==> src/rtl/psc_pkg.sv <==
// shared constants, types and helpers of the preamp serial control port
package psc_pkg;

  // ----------------------------------------------------------------
  // control word layout
  // ----------------------------------------------------------------
  localparam int WORD_WIDTH = 16;
  localparam int GAIN_WIDTH = 7;
  localparam int GAIN_LSB = 0;
  localparam int USER_LSB = 10;
  localparam int USER_COUNT = 4;
  localparam int THRESH_BIT = 14;
  localparam int SERVO_BIT = 15;
  localparam logic [15:0] WORD_RESET = 16'h0000;

  // ----------------------------------------------------------------
  // gain codes
  // ----------------------------------------------------------------
  localparam logic [6:0] GAIN_UNITY = 7'h00;
  localparam logic [6:0] GAIN_MIN_DB = 7'h0A;
  localparam logic [6:0] GAIN_MAX_DB = 7'h41;

  // ----------------------------------------------------------------
  // timing
  // ----------------------------------------------------------------
  localparam int CLK_FREQ_HZ = 100000000;
  localparam int ZC_TIMEOUT_MS = 16;
  localparam int ZC_TIMEOUT_CYCLES = (CLK_FREQ_HZ / 1000) * ZC_TIMEOUT_MS;
  localparam int ZC_TIMER_WIDTH = 21;

  // ----------------------------------------------------------------
  // pin synchroniser
  // ----------------------------------------------------------------
  localparam int SYNC_COUNT = 9;
  localparam logic [8:0] SYNC_RESET = 9'h100;

  typedef enum logic [1:0] {
    PSC_IDLE = 2'b01,
    PSC_WAIT = 2'b10
  } psc_zc_state_type;

  // codes below the lowest step give unity, codes above the top step clamp
  function automatic logic [6:0] psc_gain_decode(input logic [6:0] code);
    logic [6:0] res;
    res = code;
    if (code < GAIN_MIN_DB) begin
      res = GAIN_UNITY;
    end else if (code > GAIN_MAX_DB) begin
      res = GAIN_MAX_DB;
    end
    return res;
  endfunction

endpackage

==> src/rtl/psc_link_if.sv <==
// internal carrier between the port core, the shifter and the gain sequencer
interface psc_link_if;
  logic csHigh;
  logic csRise;
  logic sclkRise;
  logic sclkFall;
  logic sdiBit;
  logic [15:0] shiftWord;
  logic sdoBit;
  logic latchPulse;
  logic [15:0] ctrlWord;
  logic unityForce;
  logic zcEnable;
  logic zcDetect;
  logic [6:0] gainApplied;

  modport shifter (
    input csHigh, csRise, sclkRise, sclkFall, sdiBit,
    output shiftWord, sdoBit, latchPulse
  );

  modport gainSeq (
    input ctrlWord, latchPulse, unityForce, zcEnable, zcDetect,
    output gainApplied
  );
endinterface

==> src/rtl/psc_shift_port.sv <==
// serial shift register, read-back output stage and word latch strobe
module psc_shift_port (
  // clock and reset
  input wire logic core_clk,
  input wire logic rst_n,
  // link to the core
  psc_link_if.shifter link
);
  import psc_pkg::*;

  // ----------------------------------------------------------------
  // shift register
  // ----------------------------------------------------------------
  always_ff @(posedge core_clk or negedge rst_n) begin
    if (!rst_n) begin
      link.shiftWord <= WORD_RESET;
    end else if (!link.csHigh && link.sclkRise) begin
      link.shiftWord <= {link.shiftWord[WORD_WIDTH-2:0], link.sdiBit};
    end
  end

  // ----------------------------------------------------------------
  // output stage: last bit of the register, moved on falling edges and on every cycle while deselected
  // ----------------------------------------------------------------
  always_ff @(posedge core_clk or negedge rst_n) begin
    if (!rst_n) begin
      link.sdoBit <= 1'b0;
    end else if (link.csHigh || link.sclkFall) begin
      link.sdoBit <= link.shiftWord[WORD_WIDTH-1];
    end
  end

  // ----------------------------------------------------------------
  // latch strobe on deselect
  // ----------------------------------------------------------------
  always_ff @(posedge core_clk or negedge rst_n) begin
    if (!rst_n) begin
      link.latchPulse <= 1'b0;
    end else begin
      link.latchPulse <= link.csRise;
    end
  end

endmodule

==> src/rtl/psc_gain_seq.sv <==
// gain change sequencer: unity override, zero crossing wait and timeout
module psc_gain_seq #(
  parameter int ZC_TIMEOUT = psc_pkg::ZC_TIMEOUT_CYCLES,
  parameter int TIMER_WIDTH = psc_pkg::ZC_TIMER_WIDTH
) (
  // clock and reset
  input wire logic core_clk,
  input wire logic rst_n,
  // link to the core
  psc_link_if.gainSeq link
);
  import psc_pkg::*;

  localparam logic [TIMER_WIDTH-1:0] TIMER_LAST = TIMER_WIDTH'(ZC_TIMEOUT - 1);

  psc_zc_state_type state_r;
  logic [TIMER_WIDTH-1:0] timer_r;
  logic [6:0] target;
  logic wantChange;
  logic timerDone;
  logic applyNow;

  always_comb begin
    target = psc_gain_decode(link.ctrlWord[GAIN_LSB +: GAIN_WIDTH]);
    wantChange = target != link.gainApplied;
    timerDone = timer_r == TIMER_LAST;
    applyNow = !link.unityForce && wantChange &&
               (!link.zcEnable || (state_r == PSC_WAIT && (link.zcDetect || timerDone)));
  end

  // ----------------------------------------------------------------
  // applied gain
  // ----------------------------------------------------------------
  always_ff @(posedge core_clk or negedge rst_n) begin
    if (!rst_n) begin
      link.gainApplied <= GAIN_UNITY;
    end else if (link.unityForce) begin
      link.gainApplied <= GAIN_UNITY;
    end else if (applyNow) begin
      link.gainApplied <= target;
    end
  end

  // ----------------------------------------------------------------
  // wait state and timeout timer
  // ----------------------------------------------------------------
  always_ff @(posedge core_clk or negedge rst_n) begin
    if (!rst_n) begin
      state_r <= PSC_IDLE;
    end else begin
      case (state_r)
        PSC_IDLE: begin
          if (!link.unityForce && wantChange && link.zcEnable) begin
            state_r <= PSC_WAIT;
          end
        end
        PSC_WAIT: begin
          if (link.unityForce || applyNow || !wantChange) begin
            state_r <= PSC_IDLE;
          end
        end
        default: begin
          state_r <= PSC_IDLE;
        end
      endcase
    end
  end

  always_ff @(posedge core_clk or negedge rst_n) begin
    if (!rst_n) begin
      timer_r <= '0;
    end else if (state_r != PSC_WAIT || link.latchPulse) begin
      timer_r <= '0;
    end else if (!timerDone) begin
      timer_r <= timer_r + 1'b1;
    end
  end
endmodule

==> src/rtl/psc_serial_port.sv <==
// top of the preamp serial control port: pin sampling, control latch, outputs
module psc_serial_port #(
  parameter int ZC_TIMEOUT = psc_pkg::ZC_TIMEOUT_CYCLES
) (
  // clock and reset
  input wire logic core_clk,
  input wire logic rst_n,
  // serial pins
  input wire logic chipSelect_n,
  input wire logic sclk,
  input wire logic portDataIn,
  output logic portDataOut,
  output logic portDataOutEn_n,
  // control pins
  input wire logic unityGainForce,
  input wire logic zeroCrossEnable,
  input wire logic servoEnable_n,
  // analog side reports
  input wire logic zeroCrossDetect,
  input wire logic levelOverHigh,
  input wire logic levelOverLow,
  // settings out
  output logic [psc_pkg::GAIN_WIDTH-1:0] gainCode,
  output logic servoDisable,
  output logic overloadFlag,
  output logic [psc_pkg::USER_COUNT-1:0] userOut
);
  import psc_pkg::*;

  psc_link_if link ();

  logic [SYNC_COUNT-1:0] pinRaw;
  logic [SYNC_COUNT-1:0] syncMeta_r;
  logic [SYNC_COUNT-1:0] sync_r;
  logic csSync;
  logic sclkSync;
  logic sclkPrev_r;
  logic csPrev_r;
  logic [WORD_WIDTH-1:0] ctrlWord_r;

  // ----------------------------------------------------------------
  // pin synchronisers
  // ----------------------------------------------------------------
  assign pinRaw = {chipSelect_n, sclk, portDataIn, unityGainForce, zeroCrossEnable,
                   servoEnable_n, zeroCrossDetect, levelOverHigh, levelOverLow};

  generate
    for (genvar i = 0; i < SYNC_COUNT; i++) begin : g_sync
      always_ff @(posedge core_clk or negedge rst_n) begin
        if (!rst_n) begin
          syncMeta_r[i] <= SYNC_RESET[i];
          sync_r[i] <= SYNC_RESET[i];
        end else begin
          syncMeta_r[i] <= pinRaw[i];
          sync_r[i] <= syncMeta_r[i];
        end
      end
    end
  endgenerate

  assign csSync = sync_r[8];
  assign sclkSync = sync_r[7];

  // ----------------------------------------------------------------
  // edge detection of select and serial clock
  // ----------------------------------------------------------------
  always_ff @(posedge core_clk or negedge rst_n) begin
    if (!rst_n) begin
      sclkPrev_r <= 1'b0;
      csPrev_r <= 1'b1;
    end else begin
      sclkPrev_r <= sclkSync;
      csPrev_r <= csSync;
    end
  end

  always_comb begin
    link.csHigh = csSync;
    link.csRise = csSync && !csPrev_r;
    link.sclkRise = sclkSync && !sclkPrev_r && !csSync;
    link.sclkFall = !sclkSync && sclkPrev_r && !csSync;
    link.sdiBit = sync_r[6];
    link.unityForce = sync_r[5];
    link.zcEnable = sync_r[4];
    link.zcDetect = sync_r[2];
    link.ctrlWord = ctrlWord_r;
  end

  // ----------------------------------------------------------------
  // sub blocks
  // ----------------------------------------------------------------
  psc_shift_port u_shift (
    .core_clk(core_clk),
    .rst_n(rst_n),
    .link(link)
  );

  psc_gain_seq #(
    .ZC_TIMEOUT(ZC_TIMEOUT),
    .TIMER_WIDTH(ZC_TIMER_WIDTH)
  ) u_gain (
    .core_clk(core_clk),
    .rst_n(rst_n),
    .link(link)
  );

  // ----------------------------------------------------------------
  // control register, loaded as a whole on each latch
  // ----------------------------------------------------------------
  always_ff @(posedge core_clk or negedge rst_n) begin
    if (!rst_n) begin
      ctrlWord_r <= WORD_RESET;
    end else if (link.latchPulse) begin
      ctrlWord_r <= link.shiftWord;
    end
  end

  // ----------------------------------------------------------------
  // serial output pin
  // ----------------------------------------------------------------
  always_ff @(posedge core_clk or negedge rst_n) begin
    if (!rst_n) begin
      portDataOut <= 1'b0;
      portDataOutEn_n <= 1'b1;
    end else begin
      portDataOut <= csSync ? 1'b0 : link.sdoBit;
      portDataOutEn_n <= csSync;
    end
  end

  // ----------------------------------------------------------------
  // settings outputs
  // ----------------------------------------------------------------
  always_ff @(posedge core_clk or negedge rst_n) begin
    if (!rst_n) begin
      gainCode <= GAIN_UNITY;
    end else begin
      gainCode <= link.gainApplied;
    end
  end

  always_ff @(posedge core_clk or negedge rst_n) begin
    if (!rst_n) begin
      servoDisable <= 1'b0;
      userOut <= '0;
    end else begin
      servoDisable <= ctrlWord_r[SERVO_BIT] | sync_r[3];
      userOut <= ctrlWord_r[USER_LSB +: USER_COUNT];
    end
  end

  always_ff @(posedge core_clk or negedge rst_n) begin
    if (!rst_n) begin
      overloadFlag <= 1'b0;
    end else begin
      overloadFlag <= ctrlWord_r[THRESH_BIT] ? sync_r[0] : sync_r[1];
    end
  end
endmodule

==> config.mk <==
export PLATFORM = sky130hd
export DESIGN_NAME = psc_serial_port
export DESIGN_NICKNAME = d
export VERILOG_FILES = /design/src/rtl/psc_pkg.sv /design/src/rtl/psc_link_if.sv /design/src/rtl/psc_shift_port.sv /design/src/rtl/psc_gain_seq.sv /design/src/rtl/psc_serial_port.sv
export SDC_FILE = /design/constraint.sdc
export NUM_CORES = 1
export LEC_CHECK = 0
export BUFFER_PORTS_ARGS = -buffer_cell sky130_fd_sc_hd__clkbuf_2
export CORE_MARGIN = 2
export CORE_UTILIZATION = 45
export CTS_CLUSTER_DIAMETER = 60
export CTS_CLUSTER_SIZE = 30
export DETAILED_ROUTE_END_ITERATION = 8
export PLACE_DENSITY = 0.71
export SLEW_MARGIN = 20
export SYNTH_ARGS = -nofsm -noshare
export SYNTH_HDL_FRONTEND = slang
export SYNTH_SLANG_ARGS = --single-unit
==> constraint.sdc <==
create_clock -name core_clk -period 5.2 [get_ports core_clk]
set_input_delay 0.26 -clock core_clk [delete_from_list [all_inputs] [get_ports core_clk]]
set_output_delay 0.26 -clock core_clk [all_outputs]
set_load 0.01 [all_outputs]
==> results of run 1 <==
## routing by layer
layer	vias to the layer above	global-route usage
met4	0	0.05918
met5	-	0
met1	1070	0.2060
met3	6	0.03911
met2	31	0.2208
li1	1053	-
## worst max-delay path, delay by kind of cell, from the launching register on
| kind | cells | cell delay (ps) |
|---|---|---|
| flip-flops | 1 | 420 |
| AO/OA/AOI/OAI | 3 | 750 |
| AND/OR/NAND/NOR | 3 | 1170 |
## placed cells by master (no fill, tap or decap), drive strengths merged, types with 4 or more instances in the layout
master        n
xor2          7
inv          12
and3          4
dlygate4sd3   9
dfrtp        91
nand2b        4
nand3         8
nor3          6
nor2         30
o21ai         6
nor4          5
clkbuf       33
a21oi         7
nor2b         4
dfstp         4
nand2        13
xnor2        12
mux2         29
## how the worst min path moves through the flow
stage	endpoint	slack, ps	startpoint	cells past startpoint
6_report	syncMeta_r[4]	30	zeroCrossEnable	1
5_1_grt	syncMeta_r[4]	10	zeroCrossEnable	1
4_1_cts	syncMeta_r[2]	2	zeroCrossDetect	1
3_5_place_dp	syncMeta_r[7]	240	rst_n	1
3_3_place_gp	syncMeta_r[7]	240	rst_n	1
2_1_floorplan	ctrlWord_r[0]	-40	rst_n	0
## layout make-up
type                            count  area [sq um]  share of cell area
Tap cell                          102         127.6             0.03038
Sequential cell                    95          2382              0.5672
Clock buffer                        9         123.9             0.02949
Timing Repair Buffer               36         232.7             0.05541
Clock inverter                      7         60.06             0.01430
Inverter                            7         26.28            0.006256
Multi-Input combinational cell    171          1247              0.2970
## report_power, final
group	switching (uW)	internal [uW]
clock	269	184
sequential	75.0	830
combinational	148	123
total	492	1140
## through the flow
stage | instances | power, uW | hold slack (ps) | utilization
detailed placement | 402 | 1185 | 236.7 | 0.5029
CTS | 426 | 1646 | 1.870 | 0.5367
floorplan | 279 | 1096 | -35.59 | -
global route | 427 | 1731 | 11.72 | 0.5380
global placement | 402 | 1173 | 236.2 | 0.5029
finish | 427 | 1629 | 34.67 | 0.5380
## cell families after synthesis
family | after synthesis
DFF | 95
and+or+nand+nor | 89
AOI/OAI and AO/OA | 31
muxes | 31
xor gates and xnor gates | 19
buffers and inverters | 13
adders and majority gates | 1
## synth_stat cells, types with 2 or more instances
cell | instances | share of area
nand3_1 | 8 | 0.011
nand2_1 | 12 | 0.012
inv_1 | 7 | 0.0071
nor2_1 | 29 | 0.030
a32o_1 | 3 | 0.0082
a22o_1 | 3 | 0.0071
xnor2_1 | 12 | 0.029
mux2_1 | 21 | 0.064
a31oi_1 | 3 | 0.0051
o21ai_0 | 4 | 0.0054
nor2b_1 | 4 | 0.0068
nor4_1 | 4 | 0.0068
a21oi_1 | 6 | 0.0082
nand4_1 | 2 | 0.0034
a211oi_1 | 3 | 0.0061
xor2_1 | 7 | 0.017
o21ai_1 | 2 | 0.0027
mux2i_1 | 2 | 0.0054
and3_1 | 3 | 0.0051
clkbuf_1 | 5 | 0.0051
dfstp_2 | 4 | 0.029
mux2_2 | 8 | 0.024
dfrtp_1 | 91 | 0.62
nor3_1 | 6 | 0.0082
or3_1 | 2 | 0.0034
nand4b_1 | 3 | 0.0071
nand2b_1 | 4 | 0.0068
## sequential cells by signal, indices dropped and copies added (netlist names), 2 cells and up
| register | cells |
|---|---|
| u_gain.state_r | 2 |
| gainCode | 7 |
| u_shift.link.shiftWord | 16 |
| sync_r | 3 |
| syncMeta_r | 9 |
| u_gain.link.gainApplied | 7 |
| ctrlWord_r | 13 |
| u_gain.timer_r | 21 |
| userOut | 4 |
==> results by group, run 1 <==
Critical path
  – CP max FO: 11
  – FF-to-FF setup slack: 2810 ps
  – Setup crit end kind: register
  – Worst r2r src: u_gain.timer_r[18]
  – CP arrival: 2680 ps
  – Setup crit end: u_gain.link.gainApplied[4]
  – CP max stage delay: 560 ps
  – Reg-to-Reg End: u_gain.link.gainApplied[4]
  – Crit path required time: 5490 ps
  – Crit path launch type: register
  – R2R depth: 6
  – Crit Path Category: register to register
  – CP max stage cell: or4_4
  – Crit path from: u_gain.timer_r[18]
  – Critical path, cell by cell: or4_4 -> nor4_4 -> nand2_2 -> a31o_1 -> o21ba_4 -> a32o_1

Route
  – DR vias/cell: 5.059
  – First-pass DRT Iterations: 4
  – Drc violations: 0
  – Met2 routed WL: 2526 microns
  – Routed wl met3: 197 microns
  – Uppermost layer routed: met4
  – Post-route ant nets: 0
  – DR WL/cell: 13.43 microns
  – Final wirelength: 5736 microns
  – M1 WL: 2924 microns
  – Total number of vias: 2160
  – DR iter-0 viols: 79

Clock network
  – H-tree levels: 3
  – CTS sink cnt: 95
  – Cts hold-fix bufs: 8
  – Clock Root Buffer: clkbuf_8
  – Largest buffer count on any clock path: 2
  – CTS tree: built
  – Clk_lat worst skew: 360 ps
  – Setup Buffers After CTS: 0
  – CTS clock-pin slew for the worst setup and hold paths: 90 ps
  – CTS Buf Count: 9
  – Post-CTS sizing: 0

Floorplanning
  – Core area: 7807 sq um
  – Die Span Y: 94.45 microns
  – FP Rows: 32
  – Die X: 94.45 microns
  – Num ports: 26
  – Initial Util: 0.4715
  – Die Area: 8920 sq um

Synth
  – Synth Area in Simple Gates: 0.1295
  – Compound-cell area share of the yosys netlist: 0.06526
  – Warnings, synthesis: 0
  – Synth Area in Adders: 0.003399
  – Seq/Total Area, Yosys: 0.6472
  – Prevailing post-synth register cell: dfrtp_1
  – Post-Syn Instances: 279
  – Synth Register Bits: 95
  – Post-synth EDFFs: 0
  – Syn_nets: 291
  – FFs w/ async S/R, synth: 1.000
  – Main combinational cell family by area after synthesis: simple AND/OR/NAND/NOR gates
  – Post-Syn Area: 3681 sq um
  – Post-Synth XOR/XNOR Area: 0.04521
  – Post-synthesis mux area share: 0.09415
  – Syn avg cell area: 13.19 sq um
  – Distinct cells, synth: 48

STA
  – Worst slew pin tran: 731.9 ps
  – Hold Violations, Final: 0
  – RSZ-0062 raised after global routing: false
  – Peak Freq: 418.2 MHz
  – Post-Route Setup TNS: 0 ps
  – Endpoints failing setup: 0
  – Slew Limit Fails: 0
  – Setup Skew: 10.96 ps
  – Fin worst setup slack: 2809 ps
  – Period utilization: 0.4598
  – Crit path time final: 2391 ps
  – Relative slew margins: 0.5121

Run status
  – Outcome: completed

Power and ir drop
  – Peak supply drop: 189.2 uV
  – P_leak: 0.001912 uW
  – Power Dens Cells: 387.9 nW/um^2

Hold path
  – Hold Path Class: primary input to register

Finish
  – Layout area overhead: 14.11%
  – Layout cell share with drive strength beyond 1: 0.2031
  – Final Instance Area: 4200 sq um
  – Number of fill cells: 669
  – Final #Nets: 332
  – Ant. Diodes: 0

GRT
  – Largest net degree at the start of global routing: 62
  – Initial antenna violation count: 0
  – First-pass GRT wire length: 10110 microns
  – Grt ovf: 0
  – GRT Total Usage: 0.1474
  – Vias in the first global route: 2142

Flow run
  – Max-cap violations: 0

Placement
  – Placed cell areas: 3926 sq um
  – Pre-CTS setup slack: 2838 ps
  – Placer Congestion: 0.8535
  – PortBufs: 25
  – DP HPWL: 3840 microns
(Power assumes the default switching activity.)
==> run 2, diff against run 1 <==
- PLACE_DENSITY: 0.71 -> 0.74
- clock period: 5.2 -> 2.1 ns (I/O delays scaled with it)
==> results by group, run 2 (synthesis results as in run 1) <==
Run status
  – Outcome: completed

Finish
  – FF+latch area: 2382 sq um (unchanged)
  – Largest register FFs: 21 (unchanged)
  – Commonest non-fill, non-tap cell in the layout: dfrtp_1
  – Layout area overhead: 18.80%
  – Biggest regs: u_gain.timer_r (21), u_shift.link.shiftWord (16), ctrlWord_r (13)
  – Commonest cells after routing, fill and taps aside: 91 x dfrtp_1, 29 x nor2_1, 24 x clkbuf_2, 21 x mux2_1, 15 x buf_4
  – Most flops, register: u_gain.timer_r
  – Final #Nets: 346 (+4.2%)
  – Final Instance Area: 4373 sq um (+4.1%)
  – Post-route insts no fill: 441 (+3.3%)
  – Number of fill cells: 658 (-1.6%)
  – Layout cell share with drive strength beyond 1: 0.2478 (+0.04471)
  – Multi-input logic area: 1300 sq um (+4.2%)
  – Ant. Diodes: 0 (unchanged)

STA
  – Slew Limit Fails: 0 (unchanged)
  – Worst slew pin tran: 516.8 ps (-215.1 ps)
  – Hold Violations, Final: 0 (unchanged)
  – Crit path time final: 2059 ps (-332.5 ps)
  – Setup Skew: 7.947 ps (-3.011 ps)
  – Post-Route Setup TNS: 0 ps (unchanged)
  – Peak Freq: 485.8 MHz (+16%)
  – Period utilization: 0.9803 (+0.5204)
  – Endpoints failing setup: 0 (unchanged)
  – RSZ-0062 raised after global routing: true
  – Relative slew margins: 0.6555 (+0.1434)

Power and ir drop
  – Net Sw Frac: 0.2906 (-0.01135)
  – Power Dens Cells: 946.3 nW/um^2 (+140%)
  – Logic pwr share: 0.191 (+0.025)
  – Internal: 2936 uW (+160%)
  – Sw Pwr: 1203 uW (+140%)
  – P_leak: 0.001991 uW (+4.1%)
  – Register share of total power: 0.545 (-0.010)
  – Clock share of power: 0.265 (-0.013)
  – Peak supply drop: 471.8 uV (+150%)

Floorplanning
  – Die Area: 8920 sq um (unchanged)
  – Core area: 7807 sq um (unchanged)
  – Initial Util: 0.4715 (unchanged)
  – Die X: 94.45 microns (unchanged)
  – FP Rows: 32 (unchanged)
  – Num ports: 26 (unchanged)
  – Die Span Y: 94.45 microns (unchanged)

Critical path
  – Top delay family on crit path: simple AND/OR/NAND/NOR gates
  – Critical path, cell by cell: or4_4 -> nor4_4 -> nand2_2 -> a31o_1 -> o21ba_4 -> a32o_1
  – CP arrival: 2350 ps (-330 ps)
  – Worst r2r src: u_gain.timer_r[16]
  – Crit path launch type: register
  – Setup crit end kind: register
  – Crit Path Category: register to register
  – CP max FO: 6 (-5)
  – CP max stage cell: or4_4
  – Crit path from: u_gain.timer_r[16]
  – CP max stage delay: 550 ps (about the same)
  – WP buf/inv: 0 (unchanged)
  – Crit path required time: 2390 ps (-3100 ps)

Clock network
  – CTS clock-pin slew for the worst setup and hold paths: 90 ps (about the same)
  – H-tree levels: 3 (unchanged)
  – CTS sink cnt: 95 (unchanged)
  – Clk_lat worst skew: 350 ps (about the same)
  – CTS tree: built
  – Largest buffer count on any clock path: 2 (unchanged)
  – Clock Root Buffer: clkbuf_8
  – CTS Buf Count: 9 (unchanged)

GRT
  – First-pass GRT wire length: 10690 microns (+5.7%)
  – Initial antenna violation count: 0 (unchanged)
  – Grt ovf: 0 (unchanged)
  – Vias in the first global route: 2316 (+8.1%)
  – Largest net degree at the start of global routing: 41 (-34%)
  – GRT Total Usage: 0.1557 (+0.008341)

Route
  – DR iter-0 viols: 74 (-6.3%)
  – DR vias/cell: 5.068 (+0.19%)
  – Final wirelength: 6138 microns (+7.0%)
  – First-pass DRT Iterations: 6 (+2)
  – Total number of vias: 2235 (+3.5%)
  – DR WL/cell: 13.92 microns (+3.6%)
  – Post-route ant nets: 0 (unchanged)
  – Drc violations: 0 (unchanged)

Placement
  – Placer Congestion: 0.7939 (-7.0%)
  – Placed cell areas: 4021 sq um (+2.4%)
  – Placed Instances: 413 (+2.7%)
  – PortBufs: 25 (unchanged)
  – DP HPWL: 4276 microns (+11%)

Hold path
  – Hold Path Class: primary input to async pin

Flow run
  – Max-cap violations: 0 (unchanged)
==> run 2: final cells by class <==
class                      instances  area share
sequential                        95      0.5448
multi-input combinational        171      0.2973
timing repair buffer              50     0.08069
clock buffer                      12     0.03548
tap                              102     0.02918
clock inverter                     4    0.006581
inverter                           7    0.006009
==> run 2: final timing paths <==
path                                              end  slack, ps  cells after the start
min                                     syncMeta_r[7]        260                      2
min in group core_clk                   link.zcDetect        350                      0
max in group asynchronous               ctrlWord_r[0]       1180                      3
max reg2reg                u_gain.link.gainApplied[2]         40                      6
min reg2reg                             link.zcDetect        350                      0
max                        u_gain.link.gainApplied[2]         40                      6
==> run 2: worst reg2reg max path, stage by stage, from the launching register on <==
cell and delay (ps):
dfrtp_1 390, or4_4 550, nor4_4 310, nand2_2 130, a31o_1 210, o21ba_4 250, a32o_1 160
==> run 2: through the flow <==
stage / total power (uW) / util / setup slack (ps) / hold WS [ps]
after floorplan: 2714 / - / 17.78 / -190.6
after global placement: 2948 / 0.5151 / 91.79 / 120.0
after detailed placement: 2980 / 0.5151 / 36.68 / 128.5
after CTS: 4103 / 0.5514 / 12.11 / 270.4
after global routing: 4392 / 0.5601 / -27.68 / 299.4
final: 4138 / 0.5601 / 41.46 / 260.6
==> run 2: power groups by stage <==
stage	Combinational [uW]	Sequential, uW	Clock [uW]
6_report	789	2250	1100
5_1_grt	887	2290	1220
4_1_cts	732	2230	1140
3_5_place_dp	714	2270	0
3_3_place_gp	693	2250	0
2_1_floorplan	478	2240	0
==> run 2: layer usage <==
metal,vias to the layer above,global-route usage,share of wire
met5,-,0,0
met4,0,0.05676,0.0093
met3,4,0.04789,0.036
met2,40,0.2607,0.50
met1,1108,0.1911,0.46
li1,1083,-,-
==> run 2: what timing repair did <==
action	in CTS	in global routing
endpoints found under the setup margin	0	9
endpoints found under the hold margin	43	0
resized for setup	0	8
buffers inserted	0	2
hold buffers	10	0
